==> config.mk <==
export PLATFORM = sky130hd
export DESIGN_NAME = e1ts_ctrl
export DESIGN_NICKNAME = d
export VERILOG_FILES = /design/src/logic/e1ts_pkg.sv /design/src/logic/e1ts_ctrl.sv
export SDC_FILE = /design/constraint.sdc
export NUM_CORES = 1
export LEC_CHECK = 0
export BUFFER_PORTS_ARGS = -buffer_cell sky130_fd_sc_hd__clkbuf_2
export CAP_MARGIN = 10
export CORE_MARGIN = 2
export CORE_UTILIZATION = 40
export CTS_CLUSTER_DIAMETER = 50
export DETAILED_ROUTE_END_ITERATION = 16
export GPL_TIMING_DRIVEN = 1
export SLEW_MARGIN = 20
export SYNTH_ARGS = -nofsm -noshare
export SYNTH_HDL_FRONTEND = slang
export SYNTH_SLANG_ARGS = --single-unit
==> constraint.sdc <==
create_clock -name sys_clk -period 52.5 [get_ports sys_clk]
set_input_delay 7.875 -clock sys_clk [delete_from_list [all_inputs] [get_ports sys_clk]]
set_output_delay 7.875 -clock sys_clk [all_outputs]
set_load 0.1 [all_outputs]
==> src/logic/e1ts_pkg.sv <==
// constants for the e1 timeslot 16, signalling and line code control block
package e1ts_pkg;
   // register addresses on the host port
   localparam logic [7:0] ADDR_TX_TS16_MULTIFRAME_WORD = 8'h13;
   localparam logic [7:0] ADDR_INTERRUPT_SIGNALLING_CONTROL = 8'h14;
   localparam logic [7:0] ADDR_CODING_LOOPBACK_CONTROL = 8'h15;
   // reset values
   localparam logic [7:0] RST_TX_TS16_MULTIFRAME_WORD = 8'h0F;
   localparam logic [7:0] RST_INTERRUPT_SIGNALLING_CONTROL = 8'h00;
   localparam logic [7:0] RST_CODING_LOOPBACK_CONTROL = 8'h00;
   // implemented bits, unused bits read as zero
   localparam logic [7:0] MASK_INTERRUPT_SIGNALLING_CONTROL = 8'hF8;
   localparam logic [7:0] MASK_CODING_LOOPBACK_CONTROL = 8'hE8;
   // multiframe word fields
   localparam int MF_ALIGN_MSB = 7;
   localparam int MF_ALIGN_LSB = 4;
   localparam int MF_SPARE_A = 3;
   localparam int MF_REMOTE_ALARM = 2;
   localparam int MF_SPARE_B = 1;
   localparam int MF_SPARE_C = 0;
   // signalling control fields
   localparam int SIG_DATA_OUT_EN = 7;
   localparam int SIG_STREAM_OUT_EN = 6;
   localparam int SIG_TX_CCS = 5;
   localparam int SIG_FILTER_SEL = 4;
   localparam int SIG_UPPER_NIBBLE = 3;
   // coding and loopback fields
   localparam int CODE_RX_HDB3 = 7;
   localparam int CODE_ANALOG_LOOP = 6;
   localparam int CODE_TX_HDB3 = 5;
   localparam int CODE_DIGITAL_LOOP = 3;
   // frame layout
   localparam logic [4:0] SIG_TIMESLOT = 5'd16;
   localparam logic [3:0] MF_FRAME_ZERO = 4'd0;
   // line rate divider, rates in kHz
   localparam int SYS_CLK_KHZ = 25000;
   localparam int LINE_RATE_KHZ = 2048;
   localparam logic [14:0] DIV_MODULUS = 15'(SYS_CLK_KHZ);
   localparam logic [14:0] DIV_STEP = 15'(LINE_RATE_KHZ);
   // signalling filter, counted in multiframes of 2 ms
   localparam int SIG_FILTER_MS = 14;
   localparam int MULTIFRAME_MS = 2;
   localparam logic [2:0] SIG_FILTER_MF = 3'(SIG_FILTER_MS / MULTIFRAME_MS);
   // line pulse codes inside the encoder delay line
   localparam logic [1:0] PULSE_ZERO = 2'h0;
   localparam logic [1:0] PULSE_MARK = 2'h1;
   localparam logic [1:0] PULSE_VIOL = 2'h2;
endpackage

==> src/logic/e1ts_ctrl.sv <==
// e1 timeslot 16 signalling, backplane enables, line coding and loopback control
`timescale 1ns/1ps
`default_nettype none
module e1ts_ctrl
   import e1ts_pkg::*;
(
   input wire logic sys_clk, // system clock, 25 MHz
   input wire logic rst, // asynchronous reset, active high
   input wire logic host_cs, // host select
   input wire logic host_wr, // host write strobe
   input wire logic host_rd, // host read strobe
   input wire logic [7:0] host_addr, // host register address
   input wire logic [7:0] host_wdata, // host write data
   output logic [7:0] host_rdata, // host read data
   input wire logic automatic_remote_mf_alarm, // host alarm bit is used when high
   input wire logic mf_align_lost, // receive framer reports multiframe loss
   input wire logic serial_data_in, // backplane transmit data pin
   input wire logic signalling_stream_in, // backplane transmit signalling pin
   output logic serial_data_out, // backplane receive data pin
   output logic serial_data_out_oe, // data pin driven when high
   output logic signalling_stream_out, // backplane receive signalling pin
   output logic signalling_stream_out_oe, // signalling pin driven when high
   output logic tx_line_pos, // positive line pulse
   output logic tx_line_neg, // negative line pulse
   input wire logic rx_line_pos, // received positive pulse
   input wire logic rx_line_neg, // received negative pulse
   output logic bit_strobe, // one cycle per line bit
   output logic [4:0] timeslot, // current timeslot
   output logic [3:0] frame // frame within the signalling multiframe
);

   typedef struct packed {
      logic [14:0] div_acc;
      logic bit_en;
      logic [7:0] bit_cnt;
      logic [3:0] frame_cnt;
      logic [7:0] mf_word;
      logic [7:0] sig_ctrl;
      logic [7:0] code_ctrl;
      logic [7:0] rdata;
      logic [2:0] sdi_sync;
      logic [2:0] csi_sync;
      logic [2:0] rxp_sync;
      logic [2:0] rxn_sync;
      logic sdi;
      logic csi;
      logic rxp;
      logic rxn;
      logic [7:0] csi_sr;
      logic [31:0][3:0] tx_sig_mem;
      logic [3:0][1:0] enc_pipe;
      logic [1:0] enc_zeros;
      logic enc_odd;
      logic enc_last;
      logic tx_pos;
      logic tx_neg;
      logic dec_last;
      logic [3:0] dec_pipe;
      logic sdo;
      logic cso;
      logic [7:0] rx_sr;
      logic [31:0][3:0] rx_stable;
      logic [31:0][3:0] rx_cand;
      logic [31:0][2:0] rx_cnt;
   } e1ts_state_type;

   e1ts_state_type st;
   e1ts_state_type next_st;

   // next state of the whole block
   always_comb begin
      logic [14:0] acc_sum;
      logic [4:0] ts;
      logic [2:0] bitn;
      logic [7:0] mf_byte;
      logic [7:0] cas_byte;
      logic [7:0] out_byte;
      logic tx_bit;
      logic [1:0] oldest;
      logic pol;
      logic rp;
      logic rn;
      logic pulse;
      logic viol;
      logic rx_bit;
      logic [7:0] rx_byte;
      logic [4:0] idx;
      logic [3:0] nib;
      acc_sum = '0;
      ts = '0;
      bitn = '0;
      mf_byte = '0;
      cas_byte = '0;
      out_byte = '0;
      tx_bit = 1'b0;
      oldest = PULSE_ZERO;
      pol = 1'b0;
      rp = 1'b0;
      rn = 1'b0;
      pulse = 1'b0;
      viol = 1'b0;
      rx_bit = 1'b0;
      rx_byte = '0;
      idx = '0;
      nib = '0;
      next_st = st;

      // line rate enable from a fractional divider
      acc_sum = st.div_acc + DIV_STEP;
      if (acc_sum >= DIV_MODULUS) begin
         next_st.div_acc = acc_sum - DIV_MODULUS;
         next_st.bit_en = 1'b1;
      end else begin
         next_st.div_acc = acc_sum;
         next_st.bit_en = 1'b0;
      end

      // pin synchronisers, a level is taken once stages two and three agree
      next_st.sdi_sync = {st.sdi_sync[1:0], serial_data_in};
      next_st.csi_sync = {st.csi_sync[1:0], signalling_stream_in};
      next_st.rxp_sync = {st.rxp_sync[1:0], rx_line_pos};
      next_st.rxn_sync = {st.rxn_sync[1:0], rx_line_neg};
      if (st.sdi_sync[1] == st.sdi_sync[2]) begin
         next_st.sdi = st.sdi_sync[2];
      end
      if (st.csi_sync[1] == st.csi_sync[2]) begin
         next_st.csi = st.csi_sync[2];
      end
      if (st.rxp_sync[1] == st.rxp_sync[2]) begin
         next_st.rxp = st.rxp_sync[2];
      end
      if (st.rxn_sync[1] == st.rxn_sync[2]) begin
         next_st.rxn = st.rxn_sync[2];
      end

      // host register writes and reads
      if (host_cs && host_wr) begin
         case (host_addr)
            ADDR_TX_TS16_MULTIFRAME_WORD: begin
               next_st.mf_word = host_wdata;
            end
            ADDR_INTERRUPT_SIGNALLING_CONTROL: begin
               next_st.sig_ctrl = host_wdata & MASK_INTERRUPT_SIGNALLING_CONTROL;
            end
            ADDR_CODING_LOOPBACK_CONTROL: begin
               next_st.code_ctrl = host_wdata & MASK_CODING_LOOPBACK_CONTROL;
            end
            default: begin
               next_st.mf_word = st.mf_word;
            end
         endcase
      end
      if (host_cs && host_rd) begin
         case (host_addr)
            ADDR_TX_TS16_MULTIFRAME_WORD: next_st.rdata = st.mf_word;
            ADDR_INTERRUPT_SIGNALLING_CONTROL: next_st.rdata = st.sig_ctrl;
            ADDR_CODING_LOOPBACK_CONTROL: next_st.rdata = st.code_ctrl;
            default: next_st.rdata = 8'h00;
         endcase
      end

      ts = st.bit_cnt[7:3];
      bitn = st.bit_cnt[2:0];

      if (st.bit_en) begin
         // capture the backplane signalling nibble of each timeslot
         next_st.csi_sr = {st.csi_sr[6:0], st.csi};
         if (bitn == 3'd7) begin
            if (st.sig_ctrl[SIG_UPPER_NIBBLE]) begin
               next_st.tx_sig_mem[ts] = st.csi_sr[6:3];
            end else begin
               next_st.tx_sig_mem[ts] = {st.csi_sr[2:0], st.csi};
            end
         end

         // transmit bit: frame zero of ts16 carries the multiframe word
         mf_byte = st.mf_word;
         if (!automatic_remote_mf_alarm) begin
            mf_byte[MF_REMOTE_ALARM] = mf_align_lost;
         end
         cas_byte = {st.tx_sig_mem[{1'b0, st.frame_cnt}], st.tx_sig_mem[{1'b1, st.frame_cnt}]};
         if (ts != SIG_TIMESLOT) begin
            tx_bit = st.sdi;
         end else if (st.frame_cnt == MF_FRAME_ZERO) begin
            tx_bit = mf_byte[~bitn];
         end else if (st.sig_ctrl[SIG_TX_CCS]) begin
            tx_bit = st.sdi;
         end else begin
            tx_bit = cas_byte[~bitn];
         end

         // encoder delay line, four zeros become 000V or B00V
         oldest = st.enc_pipe[3];
         next_st.enc_pipe = {st.enc_pipe[2:0], PULSE_ZERO};
         if (tx_bit) begin
            next_st.enc_pipe[0] = PULSE_MARK;
            next_st.enc_zeros = 2'd0;
            next_st.enc_odd = ~st.enc_odd;
         end else if (st.code_ctrl[CODE_TX_HDB3] && st.enc_zeros == 2'd3) begin
            next_st.enc_pipe[0] = PULSE_VIOL;
            if (!st.enc_odd) begin
               next_st.enc_pipe[3] = PULSE_MARK;
            end
            next_st.enc_zeros = 2'd0;
            next_st.enc_odd = 1'b0;
         end else begin
            next_st.enc_zeros = st.enc_zeros + 2'd1;
         end
         // marks alternate, a violation repeats the last polarity
         pol = st.enc_last;
         if (oldest == PULSE_MARK) begin
            pol = ~st.enc_last;
            next_st.enc_last = pol;
         end
         next_st.tx_pos = (oldest != PULSE_ZERO) && pol;
         next_st.tx_neg = (oldest != PULSE_ZERO) && !pol;

         // receive source: line pins or a loop from the transmit pulses
         if (st.code_ctrl[CODE_ANALOG_LOOP] || st.code_ctrl[CODE_DIGITAL_LOOP]) begin
            rp = st.tx_pos;
            rn = st.tx_neg;
         end else begin
            rp = st.rxp;
            rn = st.rxn;
         end

         // decoder: a same-polarity pulse removes itself and three bits before
         pulse = rp ^ rn;
         viol = st.code_ctrl[CODE_RX_HDB3] && pulse && (rp == st.dec_last);
         if (pulse) begin
            next_st.dec_last = rp;
         end
         rx_bit = st.dec_pipe[3];
         if (viol) begin
            next_st.dec_pipe = 4'h0;
         end else begin
            next_st.dec_pipe = {st.dec_pipe[2:0], pulse};
         end
         next_st.sdo = rx_bit;

         // received cas nibbles with the optional 14 ms filter
         next_st.rx_sr = {st.rx_sr[6:0], rx_bit};
         rx_byte = {st.rx_sr[6:0], rx_bit};
         if (ts == SIG_TIMESLOT && bitn == 3'd7 && st.frame_cnt != MF_FRAME_ZERO) begin
            for (int k = 0; k < 2; k++) begin
               idx = {k[0], st.frame_cnt};
               nib = (k == 0) ? rx_byte[7:4] : rx_byte[3:0];
               if (!st.sig_ctrl[SIG_FILTER_SEL]) begin
                  next_st.rx_stable[idx] = nib;
                  next_st.rx_cand[idx] = nib;
                  next_st.rx_cnt[idx] = 3'd0;
               end else if (nib != st.rx_cand[idx]) begin
                  next_st.rx_cand[idx] = nib;
                  next_st.rx_cnt[idx] = 3'd0;
               end else if (st.rx_cnt[idx] == SIG_FILTER_MF - 3'd1) begin
                  next_st.rx_stable[idx] = nib;
               end else begin
                  next_st.rx_cnt[idx] = st.rx_cnt[idx] + 3'd1;
               end
            end
         end

         // signalling stream out, nibble in the selected half
         if (st.sig_ctrl[SIG_UPPER_NIBBLE]) begin
            out_byte = {st.rx_stable[ts], 4'hF};
         end else begin
            out_byte = {4'hF, st.rx_stable[ts]};
         end
         next_st.cso = out_byte[~bitn];

         // frame timing
         next_st.bit_cnt = st.bit_cnt + 8'd1;
         if (st.bit_cnt == 8'hFF) begin
            next_st.frame_cnt = st.frame_cnt + 4'd1;
         end
      end
   end

   // state register
   always_ff @(posedge sys_clk or posedge rst) begin
      if (rst) begin
         st <= '0;
         st.mf_word <= RST_TX_TS16_MULTIFRAME_WORD;
         st.sig_ctrl <= RST_INTERRUPT_SIGNALLING_CONTROL;
         st.code_ctrl <= RST_CODING_LOOPBACK_CONTROL;
         st.rx_stable <= '1;
         st.rx_cand <= '1;
      end else begin
         st <= next_st;
      end
   end

   // outputs
   assign host_rdata = st.rdata;
   assign serial_data_out = st.sdo;
   assign serial_data_out_oe = st.sig_ctrl[SIG_DATA_OUT_EN];
   assign signalling_stream_out = st.cso;
   assign signalling_stream_out_oe = st.sig_ctrl[SIG_STREAM_OUT_EN];
   assign tx_line_pos = st.tx_pos;
   assign tx_line_neg = st.tx_neg;
   assign bit_strobe = st.bit_en;
   assign timeslot = st.bit_cnt[7:3];
   assign frame = st.frame_cnt;

endmodule
`default_nettype wire

---- Word-level counts from Yosys, hierarchy flattened ----
Cells that the tools add are included.
storage, ports and cells
  bits in registers ....................... 584
  bits of input ports ..................... 27
  output and inout port bits .............. 24
operators by class
  $add $sub $neg .......................... 7
  magnitude comparators ................... 8
  equality and inequality tests ........... 18
  muxes and demuxes ....................... 77
  bitwise gates (word level) .............. 8
  reduce and logical (&&, ||, !) cells .... 26
operators with widths
  operator                                                    number
  two-way mux 352 bit                                         4
  two-way mux 128 bit                                         7
  bitwise mux 128 bit                                         6
  two-way mux 96 bit                                          4
  bitwise AND 96 bit                                          2
  bitwise mux 96 bit                                          2
  NOT 48 -> 96 bit                                            1
  NOT 96 bit                                                  1
  binary-select mux 4 bit (select 4 bit)                      4
  two-way mux 4 bit                                           9
  demux 4 bit (select 4 bit)                                  2
  binary-select mux 3 bit (select 4 bit)                      2
  demux 3 bit (select 4 bit)                                  2
  == test 8 x 5 -> 1 bit (second input constant)              3
  case mux 8 bit (3 select lines)                             1
  binary-select mux 4 bit (select 5 bit)                      1
  demux 4 bit (select 5 bit)                                  1
  two-way mux 1 bit                                           16
  two-way mux 16 bit                                          1
  two-way mux 8 bit                                           2
  AND reduction 2 bit                                         8
  adder 15 x 12 -> 15 bit (second input constant)             1
  greater-or-equal comparator 15 bit (second input constant)  1
  subtractor 15 bit (second input constant)                   1
  other kinds (30)                                            62

---- Depth between registers and ports, before layout ----
Gate-level depths: netlist of the first run.
  depth after elaboration ................. 14
  depth in mapped cells ................... 15
  gate-level depth less buffers ........... 9

---- Least setup slack after synthesis of the first run ----
Ideal clock, no wire load.
  kind .................................... input -> register
  from .................................... in host_addr[3]
  to ...................................... reg st[561] (netlist name)
  library setup time ...................... 0.125 ns
  arrival time ............................ 9.824 ns
  required time ........................... 52.375 ns
  setup slack ............................. 42.551 ns
  stages .................................. 5
  buffers on the path ..................... 1
  cell sequence ........................... or4_1 > nor3_1 > and3_1 > clkbuf_1 > mux2_2
on the way
  word-level cells in the longest chain between the ends .. 2
ends and longest elaborated chain
  element                               RTL line          text
  start, declared                       e1ts_ctrl.sv:12   input wire logic [7:0] host_addr,
  == test 8 x 5 -> 1 bit                e1ts_ctrl.sv:138  case (host_addr)
  AND reduction 2 bit (no source line)  -
  end signal, assigned                  e1ts_ctrl.sv:289  st <= next_st;
  end, declared                         e1ts_ctrl.sv:67   e1ts_state_type st;
No other way between the ends.
A chain may end at the register's enable or synchronous reset.

==> flow_summary_export.csv, run 1 <==
group,metric,value,unit
detailed_routing,ant_nets,0,
pwr,p_leak,0.0123,uW
die,initial_utilization,0.404,
grt,antenna_found_initial,0,
outcome,status,"completed",
logic_synthesis,synth.area.top_cells,"dfrtp_1, dfstp_2, mux4_2, mux2_2, nand2_1",
die,io_pins,51,
grt,grt_pass1_vias,17200,
grt,grtUsageTotal,0.191,
die,die_area,68700,sq um
die,core,65900,sq um
die,fp-row-count,94,
logic_synthesis,yosysSeqAreaShare,0.557,
logic_synthesis,netlist_instances,1989,
detailed_routing,firstDrtPassIters,5,
cells_and_area,final_area,29800,sq um
logic_synthesis,ys_types,63,
sta,setup_viol_count_final,0,
cells_and_area,fin_cells,2902,
sta,timing.fmax,0.0996,GHz
clocking,ctsResizeCount,0,
pwr,cellPowerDensity,31.8,nW/um^2
sta,maxSlewViolCount,0,
grt,grt_max_degree,136,
flow_run,drv_cap,0,
placed_design,dpl.hpwl,42.4,mm
critical_path,slowest_delay,890,ps
clocking,ctsLongestPathBuffers,3,
logic_synthesis,ys.flop_type,"dfrtp_1",
critical_path,critPathLaunchType,"input port",
logic_synthesis,post-synth-top-area-cell,"dfrtp_1",
cells_and_area,fillers,5899,
worst_hold_path,hold_class,"reg -> reg",
logic_synthesis,avgSynthCellArea,13.4,sq um
clocking,htree_levels,3,
placed_design,placed_cell_area,27500,sq um
logic_synthesis,ys_async_sr_fraction,1.00,
sta,finalClockSkew,36.3,ps
clocking,clk_pin_slew,60,ps
critical_path,crit_type,"in -> async",
clocking,clockRootBuffer,"clkbuf_16",
sta,finalSetupTns,0,ps
detailed_routing,wl_per_cell,21.8,um
critical_path,path_cells,"clkbuf_2 -> inv_8 -> buf_4 -> buf_4",
critical_path,required,52990,ps
sta,tightest_slew,1140,ps
placed_design,port_buffers,50,
logic_synthesis,synth_edf_count,0,
detailed_routing,vias,16200,
clocking,cts_tree,"yes",
sta,max_slew_margin,0.241,
detailed_routing,drc_errors,0,
cells_and_area,area_growth,11.8,%
logic_synthesis,synth.top_cell.area_share,0.301,
placed_design,gp_congestion,0.823,
placed_design,numPlacedInstances,2777,
clocking,clock_latency,620,ps
logic_synthesis,synth_seq_cells,580,
grt,grt_pass1_wl,102,mm
sta,finalCriticalPeriod,10040,ps
sta,final.period_utilization,0.191,
critical_path,crit_path_top_delay_cell,"buf_4",
clocking,cts_buffers,68,
clocking,postCtsSetupBuffers,0,
sta,hold_viol_final,0,
critical_path,end_kind,"asynchronous set/reset pin",
die,die_w,262,um
detailed_routing,wl,63.2,mm
clocking,clock-sinks,580,
detailed_routing,first_iter_violations,1024,
die,die_h,262,um
pwr,ir_drop,0.0220,mV
logic_synthesis,netlist_area,26600,sq um
clocking,postCtsHoldBufs,0,
logic_synthesis,yosys_warnings,0,
critical_path,worstPathArrival,10530,ps
detailed_routing,routed_via_density,5.59,
grt,grt_overflow,0,
critical_path,path_common_cell,"buf_4",
logic_synthesis,synth_nets,2030,
sta,rsz0062_at_grt,"no",
critical_path,path_max_fanout,135,
cells_and_area,finalNetCount,2025,
cells_and_area,drive_above_1_share,0.442,
cells_and_area,n_antenna_cell,0,
==> critical path: cells and delay by family <==
| kind | cells | cell delay, ps |
|---|---|---|
| buffers and inverters | 4 | 2490 |
==> registers in the layout, indices dropped and copies added, names as in the netlist <==
signal / cells
timeslot: 5
signalling_stream_out: 1
tx_line_pos: 1
signalling_stream_out_oe: 1
bit_strobe: 1
host_rdata: 8
serial_data_out_oe: 1
next_st: 8
st: 549
tx_line_neg: 1
frame: 4
==> layout make-up <==
cell class	instances	area (sq um)	area share
Multi-Input combinational cell	1221	11000	0.368
Sequential cell	580	14900	0.499
Inverter	33	131	0.00441
Timing Repair Buffer	80	499	0.0168
Clock buffer	97	1960	0.0659
Clock inverter	27	308	0.0103
Tap cell	864	1080	0.0363
==> cell usage after synthesis (3+ instances only) <==
master,count
buf_2,21
nand4_1,9
nand2b_1,5
nor3_1,8
a22oi_1,9
mux2_4,14
buf_1,11
o21ai_0,90
xnor2_1,21
maj3_1,4
xor2_1,10
o22ai_1,24
mux2i_1,17
buf_6,3
and2_1,19
mux4_2,137
a21oi_1,75
ha_1,14
clkbuf_1,94
o2bb2ai_1,75
nor3b_1,6
nor2b_1,16
nand3b_1,3
dfstp_2,260
and3_1,11
dfrtp_1,320
inv_1,32
and2b_1,3
o2111ai_1,4
nand3_1,23
nor2_1,116
buf_4,25
mux2_2,269
a31oi_1,6
a211oi_1,3
nand2_4,10
nand2_1,188
==> logic make-up after synthesis <==
| family | count (synthesis) | synth area share |
|---|---|---|
| buffers and inverters | 188 | 0.0323 |
| muxes | 439 | 0.245 |
| and+or+nand+nor | 432 | 0.0755 |
| AOI/OAI and AO/OA | 301 | 0.0723 |
| adders and majority gates | 18 | 0.00808 |
| DFF | 580 | 0.557 |
| xor gates and xnor gates | 31 | 0.0102 |
==> cells in the final DEF, fill, tap and decap left out, types with 16 or more instances in the layout <==
cell,count
a21oi_1,75
and2_1,19
buf_4,28
clkbuf_1,16
clkbuf_16,70
clkbuf_2,50
dfrtp_1,313
dfstp_2,260
inv_1,31
mux2_2,269
mux4_2,137
nand2_1,188
nand3_1,23
nor2_1,115
nor2b_1,16
o21ai_0,90
o22ai_1,24
o2bb2ai_1,75
xnor2_1,21
==> per-layer routing <==
metal / global-route usage / routed length [um] / up-vias
li1: - / - / 7204
met5: 0 / 0 / -
met1: 0.262 / 28400 / 8586
met2: 0.314 / 30800 / 359
met4: 0.0556 / 1100 / 0
met3: 0.0309 / 2960 / 76
==> power by group <==
group          internal, uW  switching [uW]
Sequential              451            1.70
Clock                   284             192
Combinational          4.54            15.7
Total                   739             209
==> per-stage QoR <==
| stage | utilization | total power (uW) | hold WS [ps] | setup slack [ps] |
|---|---|---|---|---|
| floorplan | - | 473 | 331 | 28830 |
| detailed placement | 0.417 | 480 | 338 | 41640 |
| finish | 0.452 | 948 | 354 | 42460 |
| global placement | 0.417 | 479 | 335 | 41740 |
| CTS | 0.452 | 960 | 358 | 42290 |
| global route | 0.452 | 983 | 367 | 41900 |
==> worst paths after layout <==
path                                               from                     end  slack [ps]  cells past startpoint
worst max-delay path                                rst    frame[0]$_DFFE_PP0P_       42460                      4
max in group sys_clk            timeslot[0]$_DFFE_PP0P_             timeslot[0]       42520                      2
worst min-delay path             next_st[528]$_DFF_PP0_  next_st[529]$_DFF_PP0_         350                      0
worst max register to register     frame[0]$_DFFE_PP0P_       st[3]$_DFFE_PP0P_       47700                      8
worst min register to register   next_st[528]$_DFF_PP0_  next_st[529]$_DFF_PP0_         350                      0
min in group asynchronous                           rst     st[358]$_DFFE_PP0P_        7490                      2
Power figures use the tool's default switching activity.
==> inputs of run 2 (changes only) <==
==> constraint.sdc (replaced) <==
create_clock -name sys_clk -period 8.4 [get_ports sys_clk]
set_input_delay 1.26 -clock sys_clk [delete_from_list [all_inputs] [get_ports sys_clk]]
set_output_delay 1.26 -clock sys_clk [all_outputs]
set_load 0.1 [all_outputs]
==> flow_summary_export.csv, run 2 (synthesis gave the netlist of run 1 again) <==
group,metric,value,unit
cells_and_area,finalNetCount,2028,
critical_path,path_common_cell,"mux4_2",
clocking,postCtsHoldBufs,0,
grt,grt_max_degree,206,
grt,grt_overflow,0,
cells_and_area,regMostFlops,"st",
detailed_routing,vias,16100,
die,initial_utilization,0.404,
die,fp-row-count,94,
sta,final.period_utilization,0.563,
pwr,p_total,6060,uW
cells_and_area,final_area,30000,sq um
sta,tightest_slew,1020,ps
sta,hold_viol_final,0,
detailed_routing,firstDrtPassIters,5,
sta,max_slew_margin,0.319,
critical_path,required,8900,ps
cells_and_area,area_growth,12.5,%
clocking,ctsLongestPathBuffers,3,
pwr,cellPowerDensity,202,nW/um^2
sta,maxSlewViolCount,0,
critical_path,path_cells,"buf_4 -> mux4_2 -> mux4_2 -> xnor2_1 -> and4_1 -> and2_1 -> nand3_1 -> o2bb2ai_1",
sta,rsz0062_at_grt,"no",
grt,antenna_found_initial,1,
detailed_routing,ant_nets,0,
clocking,htree_levels,3,
detailed_routing,first_iter_violations,1168,
sta,finalCriticalPeriod,4730,ps
critical_path,crit_path_top_delay_cell,"dfrtp_4",
cells_and_area,n_antenna_cell,0,
clocking,clock-sinks,580,
cells_and_area,postLayoutCoreUtil,0.455,
critical_path,critPathLaunchType,"register",
sta,finalClockSkew,23.6,ps
pwr,p_leak,0.0124,uW
clocking,cts_buffers,70,
detailed_routing,routed_via_density,5.54,
placed_design,gp_congestion,0.809,
detailed_routing,drc_errors,0,
critical_path,slowest_delay,770,ps
cells_and_area,final_common_cell,"dfrtp_1",
outcome,status,"completed",
clocking,clockRootBuffer,"clkbuf_16",
die,core,65900,sq um
clocking,clock_latency,600,ps
sta,holdWs,353,ps
placed_design,placed_cell_area,27500,sq um
clocking,clk_pin_slew,60,ps
grt,grt_pass1_wl,101,mm
clocking,cts_tree,"yes",
die,io_pins,51,
flow_run,drv_cap,0,
grt,grt_pass1_vias,17100,
sta,timing.fmax,0.211,GHz
critical_path,worstPathArrival,5230,ps
placed_design,dpl.hpwl,41.7,mm
critical_path,crit_type,"reg -> reg",
placed_design,port_buffers,50,
critical_path,path_max_fanout,30,
clocking,postCtsSetupBuffers,0,
pwr,ir_drop,0.128,mV
grt,grtUsageTotal,0.191,
detailed_routing,wl_per_cell,21.9,um
sta,setup_viol_count_final,0,
clocking,ctsResizeCount,0,
cells_and_area,layout_common_cells,"dfrtp_1, mux2_2, dfstp_2",
die,die_w,262,um
die,die_h,262,um
cells_and_area,drive_above_1_share,0.443,
worst_hold_path,hold_class,"reg -> reg",
critical_path,end_kind,"register",
die,die_area,68700,sq um
detailed_routing,wl,63.7,mm
cells_and_area,largest_reg_flops,549,
[run 2: report_power, final]
part	internal, uW	switching, uW	total [uW]	leakage, uW
clock network	1910	1200	3110	0.00119
registers	2820	10.6	2830	0.00703
logic	29.2	98.9	128	0.00420
[run 2: critical path, delay by kind of cell, from the launching register on]
family	cells	cell delay, ps
flip-flops	1	770
AO/OA/AOI/OAI	1	390
XOR/XNOR	1	130
multiplexers	2	1090
buffers and inverters	1	530
AND/OR/NAND/NOR	3	1690
[run 2: layer usage]
layer | up-vias | GRT usage | share of wire
li1 | 7200 | - | -
met1 | 8434 | 0.258 | 0.44
met2 | 374 | 0.314 | 0.49
met3 | 103 | 0.0351 | 0.049
met4 | 0 | 0.0563 | 0.024
met5 | - | 0 | 0
[run 2: final timing paths]
path	from	endpoint	slack, ps	cells past startpoint
worst min register to register	next_st[522]$_DFF_PP0_	next_st[523]$_DFF_PP0_	350	0
max in group asynchronous	rst	st[128]$_DFFE_PP1P_	5940	5
worst min-delay path	next_st[522]$_DFF_PP0_	next_st[523]$_DFF_PP0_	350	0
worst max register to register	frame[1]$_DFFE_PP0P_	st[81]$_DFFE_PP0P_	3670	8
min in group asynchronous	rst	st[501]$_DFFE_PP0P_	950	3
worst max-delay path	frame[1]$_DFFE_PP0P_	st[81]$_DFFE_PP0P_	3670	8
[run 2: per-stage QoR]
step	setup TNS (ps)	std cells	setup slack, ps
3_3_place_gp	0	2778	3750
5_1_grt	0	2909	3450
4_1_cts	0	2908	3660
2_1_floorplan	-176390	1989	-551
3_5_place_dp	0	2778	3700
6_report	0	2909	3670
[run 2: cell type report]
type | instances | area [sq um]
flip-flops and latches | 580 | 14900
fillers | 5885 | 35900
inverters | 33 | 128
repair buffers | 81 | 528
clock inverters | 26 | 309
multi-input cells | 1221 | 11000
clock buffers | 104 | 2110
well taps | 864 | 1080
==> inputs of run 3 (changes only) <==
==> constraint.sdc (replaced) <==
create_clock -name sys_clk -period 4.21 [get_ports sys_clk]
set_input_delay 0.6315 -clock sys_clk [delete_from_list [all_inputs] [get_ports sys_clk]]
set_output_delay 0.6315 -clock sys_clk [all_outputs]
set_load 0.1 [all_outputs]
==> flow_summary_export.csv, run 3 (synthesis gave the netlist of run 1 again) <==
group,metric,value,unit
critical_path,path_cells,"buf_12 -> mux4_2 -> mux4_2 -> xnor2_1 -> and4_1 -> and2_1 -> buf_4 -> nor2_1 -> mux2_2",
die,io_pins,51,
sta,finalClockSkew,28.6,ps
placed_design,dpl_worst_slack,414,ps
pwr,sw_frac_of_total,0.219,
critical_path,rr_endpoint,"st[174]$_DFFE_PP1P_",
placed_design,dpl.hpwl,42.6,mm
worst_hold_path,hold_class,"in -> reg",
die,die_w,262,um
clocking,clock-sinks,580,
placed_design,placed_cell_area,27800,sq um
critical_path,crit_type,"reg -> reg",
sta,finalCriticalPeriod,3840,ps
clocking,ctsLongestPathBuffers,3,
cells_and_area,final_common_cell,"dfrtp_1",
pwr,p_leak,0.0125,uW
critical_path,worstSetupStartpoint,"frame[0]$_DFFE_PP0P_",
critical_path,r2r_cells,9,
sta,maxSlewViolCount,0,
critical_path,crit_family,"multiplexers",
detailed_routing,firstDrtPassIters,5,
clocking,clk_pin_slew,60,ps
detailed_routing,wl_per_cell,21.7,um
worst_hold_path,hold_end,"next_st[525]$_DFF_PP0_",
placed_design,port_buffers,50,
cells_and_area,area_growth,12.7,%
pwr,p_total,11800,uW
grt,grt_pass1_vias,17000,
sta,final.period_utilization,0.911,
grt,grtUsageTotal,0.189,
cells_and_area,regMostFlops,"st",
die,core,65900,sq um
critical_path,critPathLaunchType,"register",
detailed_routing,first_iter_violations,1288,
die,fp-row-count,94,
clocking,postCtsSetupBuffers,0,
detailed_routing,wl,63.3,mm
clocking,clock_latency,610,ps
detailed_routing,drc_errors,0,
grt,antenna_found_initial,0,
pwr,power_frac_seq,0.477,
sta,setup_viol_count_final,0,
critical_path,worstPathArrival,4340,ps
flow_run,drv_cap,0,
pwr,intPower,9230,uW
grt,met1_usage,0.260,
critical_path,timing.critical_path.buf_inv,2,
clocking,cts_tree,"yes",
sta,timing.fmax,0.261,GHz
sta,max_slew_margin,0.428,
pwr,ir_drop,0.239,mV
clocking,postCtsHoldBufs,0,
cells_and_area,layout_common_cells,"dfrtp_1, mux2_2, dfstp_2",
sta,fin_ws,375,ps
cells_and_area,largest_reg_flops,549,
grt,grt_busiest_layer,"met2",
sta,finalSetupTns,0,ps
grt,met2_usage,0.308,
cells_and_area,final_area,30000,sq um
grt,grt_max_degree,117,
sta,tightest_slew,852,ps
outcome,status,"completed",
critical_path,ff2ff_setup_slack,370,ps
die,initial_utilization,0.404,
clocking,htree_levels,3,
grt,met3_usage,0.0333,
detailed_routing,vias,16200,
critical_path,end_kind,"register",
clocking,cts_buffers,67,
grt,grt_overflow,0,
critical_path,crit_path_top_delay_cell,"mux4_2",
cells_and_area,drive_above_1_share,0.450,
pwr,power.switching,2590,uW
detailed_routing,routed_via_density,5.55,
pwr,power_frac_comb,0.022,
worst_hold_path,min_path_cells,1,
critical_path,path_common_cell,"mux4_2",
detailed_routing,ant_nets,0,
sta,holdWs,145,ps
pwr,cellPowerDensity,393,nW/um^2
clocking,ctsResizeCount,0,
cells_and_area,finalNetCount,2048,
clocking,clockRootBuffer,"clkbuf_16",
critical_path,reg2reg_from,"frame[0]$_DFFE_PP0P_",
pwr,clkPwrFrac,0.501,
placed_design,gp_congestion,0.821,
die,die_h,262,um
die,die_area,68700,sq um
worst_hold_path,min_from,"rx_line_pos",
critical_path,required,4720,ps
cells_and_area,n_antenna_cell,0,
grt,grt_pass1_wl,101,mm
sta,hold_viol_final,0,
sta,rsz0062_at_grt,"no",
critical_path,path_max_fanout,55,
critical_path,slowest_delay,590,ps
run 3: worst max path at each step:
stage / end / slack, ps / cells past startpoint
after floorplan: bit_strobe$_DFF_PP0_ / -4110 / 1
after detailed placement: st[172]$_DFFE_PP1P_ / 410 / 9
after global placement: st[175]$_DFFE_PP1P_ / 380 / 9
final: st[174]$_DFFE_PP1P_ / 370 / 9
after CTS: st[172]$_DFFE_PP1P_ / 370 / 9
after global routing: st[175]$_DFFE_PP1P_ / 160 / 10
run 3: area by class of cell:
class,instances,area [sq um]
timing repair buffer,104,756
tap,864,1080
fill,5797,35800
clock inverter,34,392
inverter,33,128
clock buffer,86,1870
multi-input combinational,1221,11000
sequential,580,14900
run 3: metrics by stage:
step                      instances  utilization
after floorplan                1989            -
after global placement         2802        0.422
after detailed placement       2802        0.422
after CTS                      2922        0.456
after global routing           2922        0.456
final                          2922        0.456
run 3: per-layer routing:
layer / vias up / part of all wire
li1: 7218 / -
met1: 8503 / 0.45
met2: 388 / 0.48
met3: 94 / 0.051
met4: 0 / 0.022
met5: - / 0
run 3: worst reg2reg max path: cells and delay by family (launching register included):
kind | cells | cell delay [ps]
mux | 3 | 1560
simple gates | 3 | 1060
buf+inv | 2 | 560
flops | 1 | 420
xor+xnor | 1 | 140
run 3: power by group through the flow:
stage / Combinational, uW / Clock [uW] / Sequential [uW]
2_1_floorplan: 169 / 0 / 5730
3_3_place_gp: 259 / 0 / 5730
3_5_place_dp: 267 / 0 / 5730
4_1_cts: 268 / 6070 / 5640
5_1_grt: 296 / 6310 / 5640
6_report: 259 / 5920 / 5640
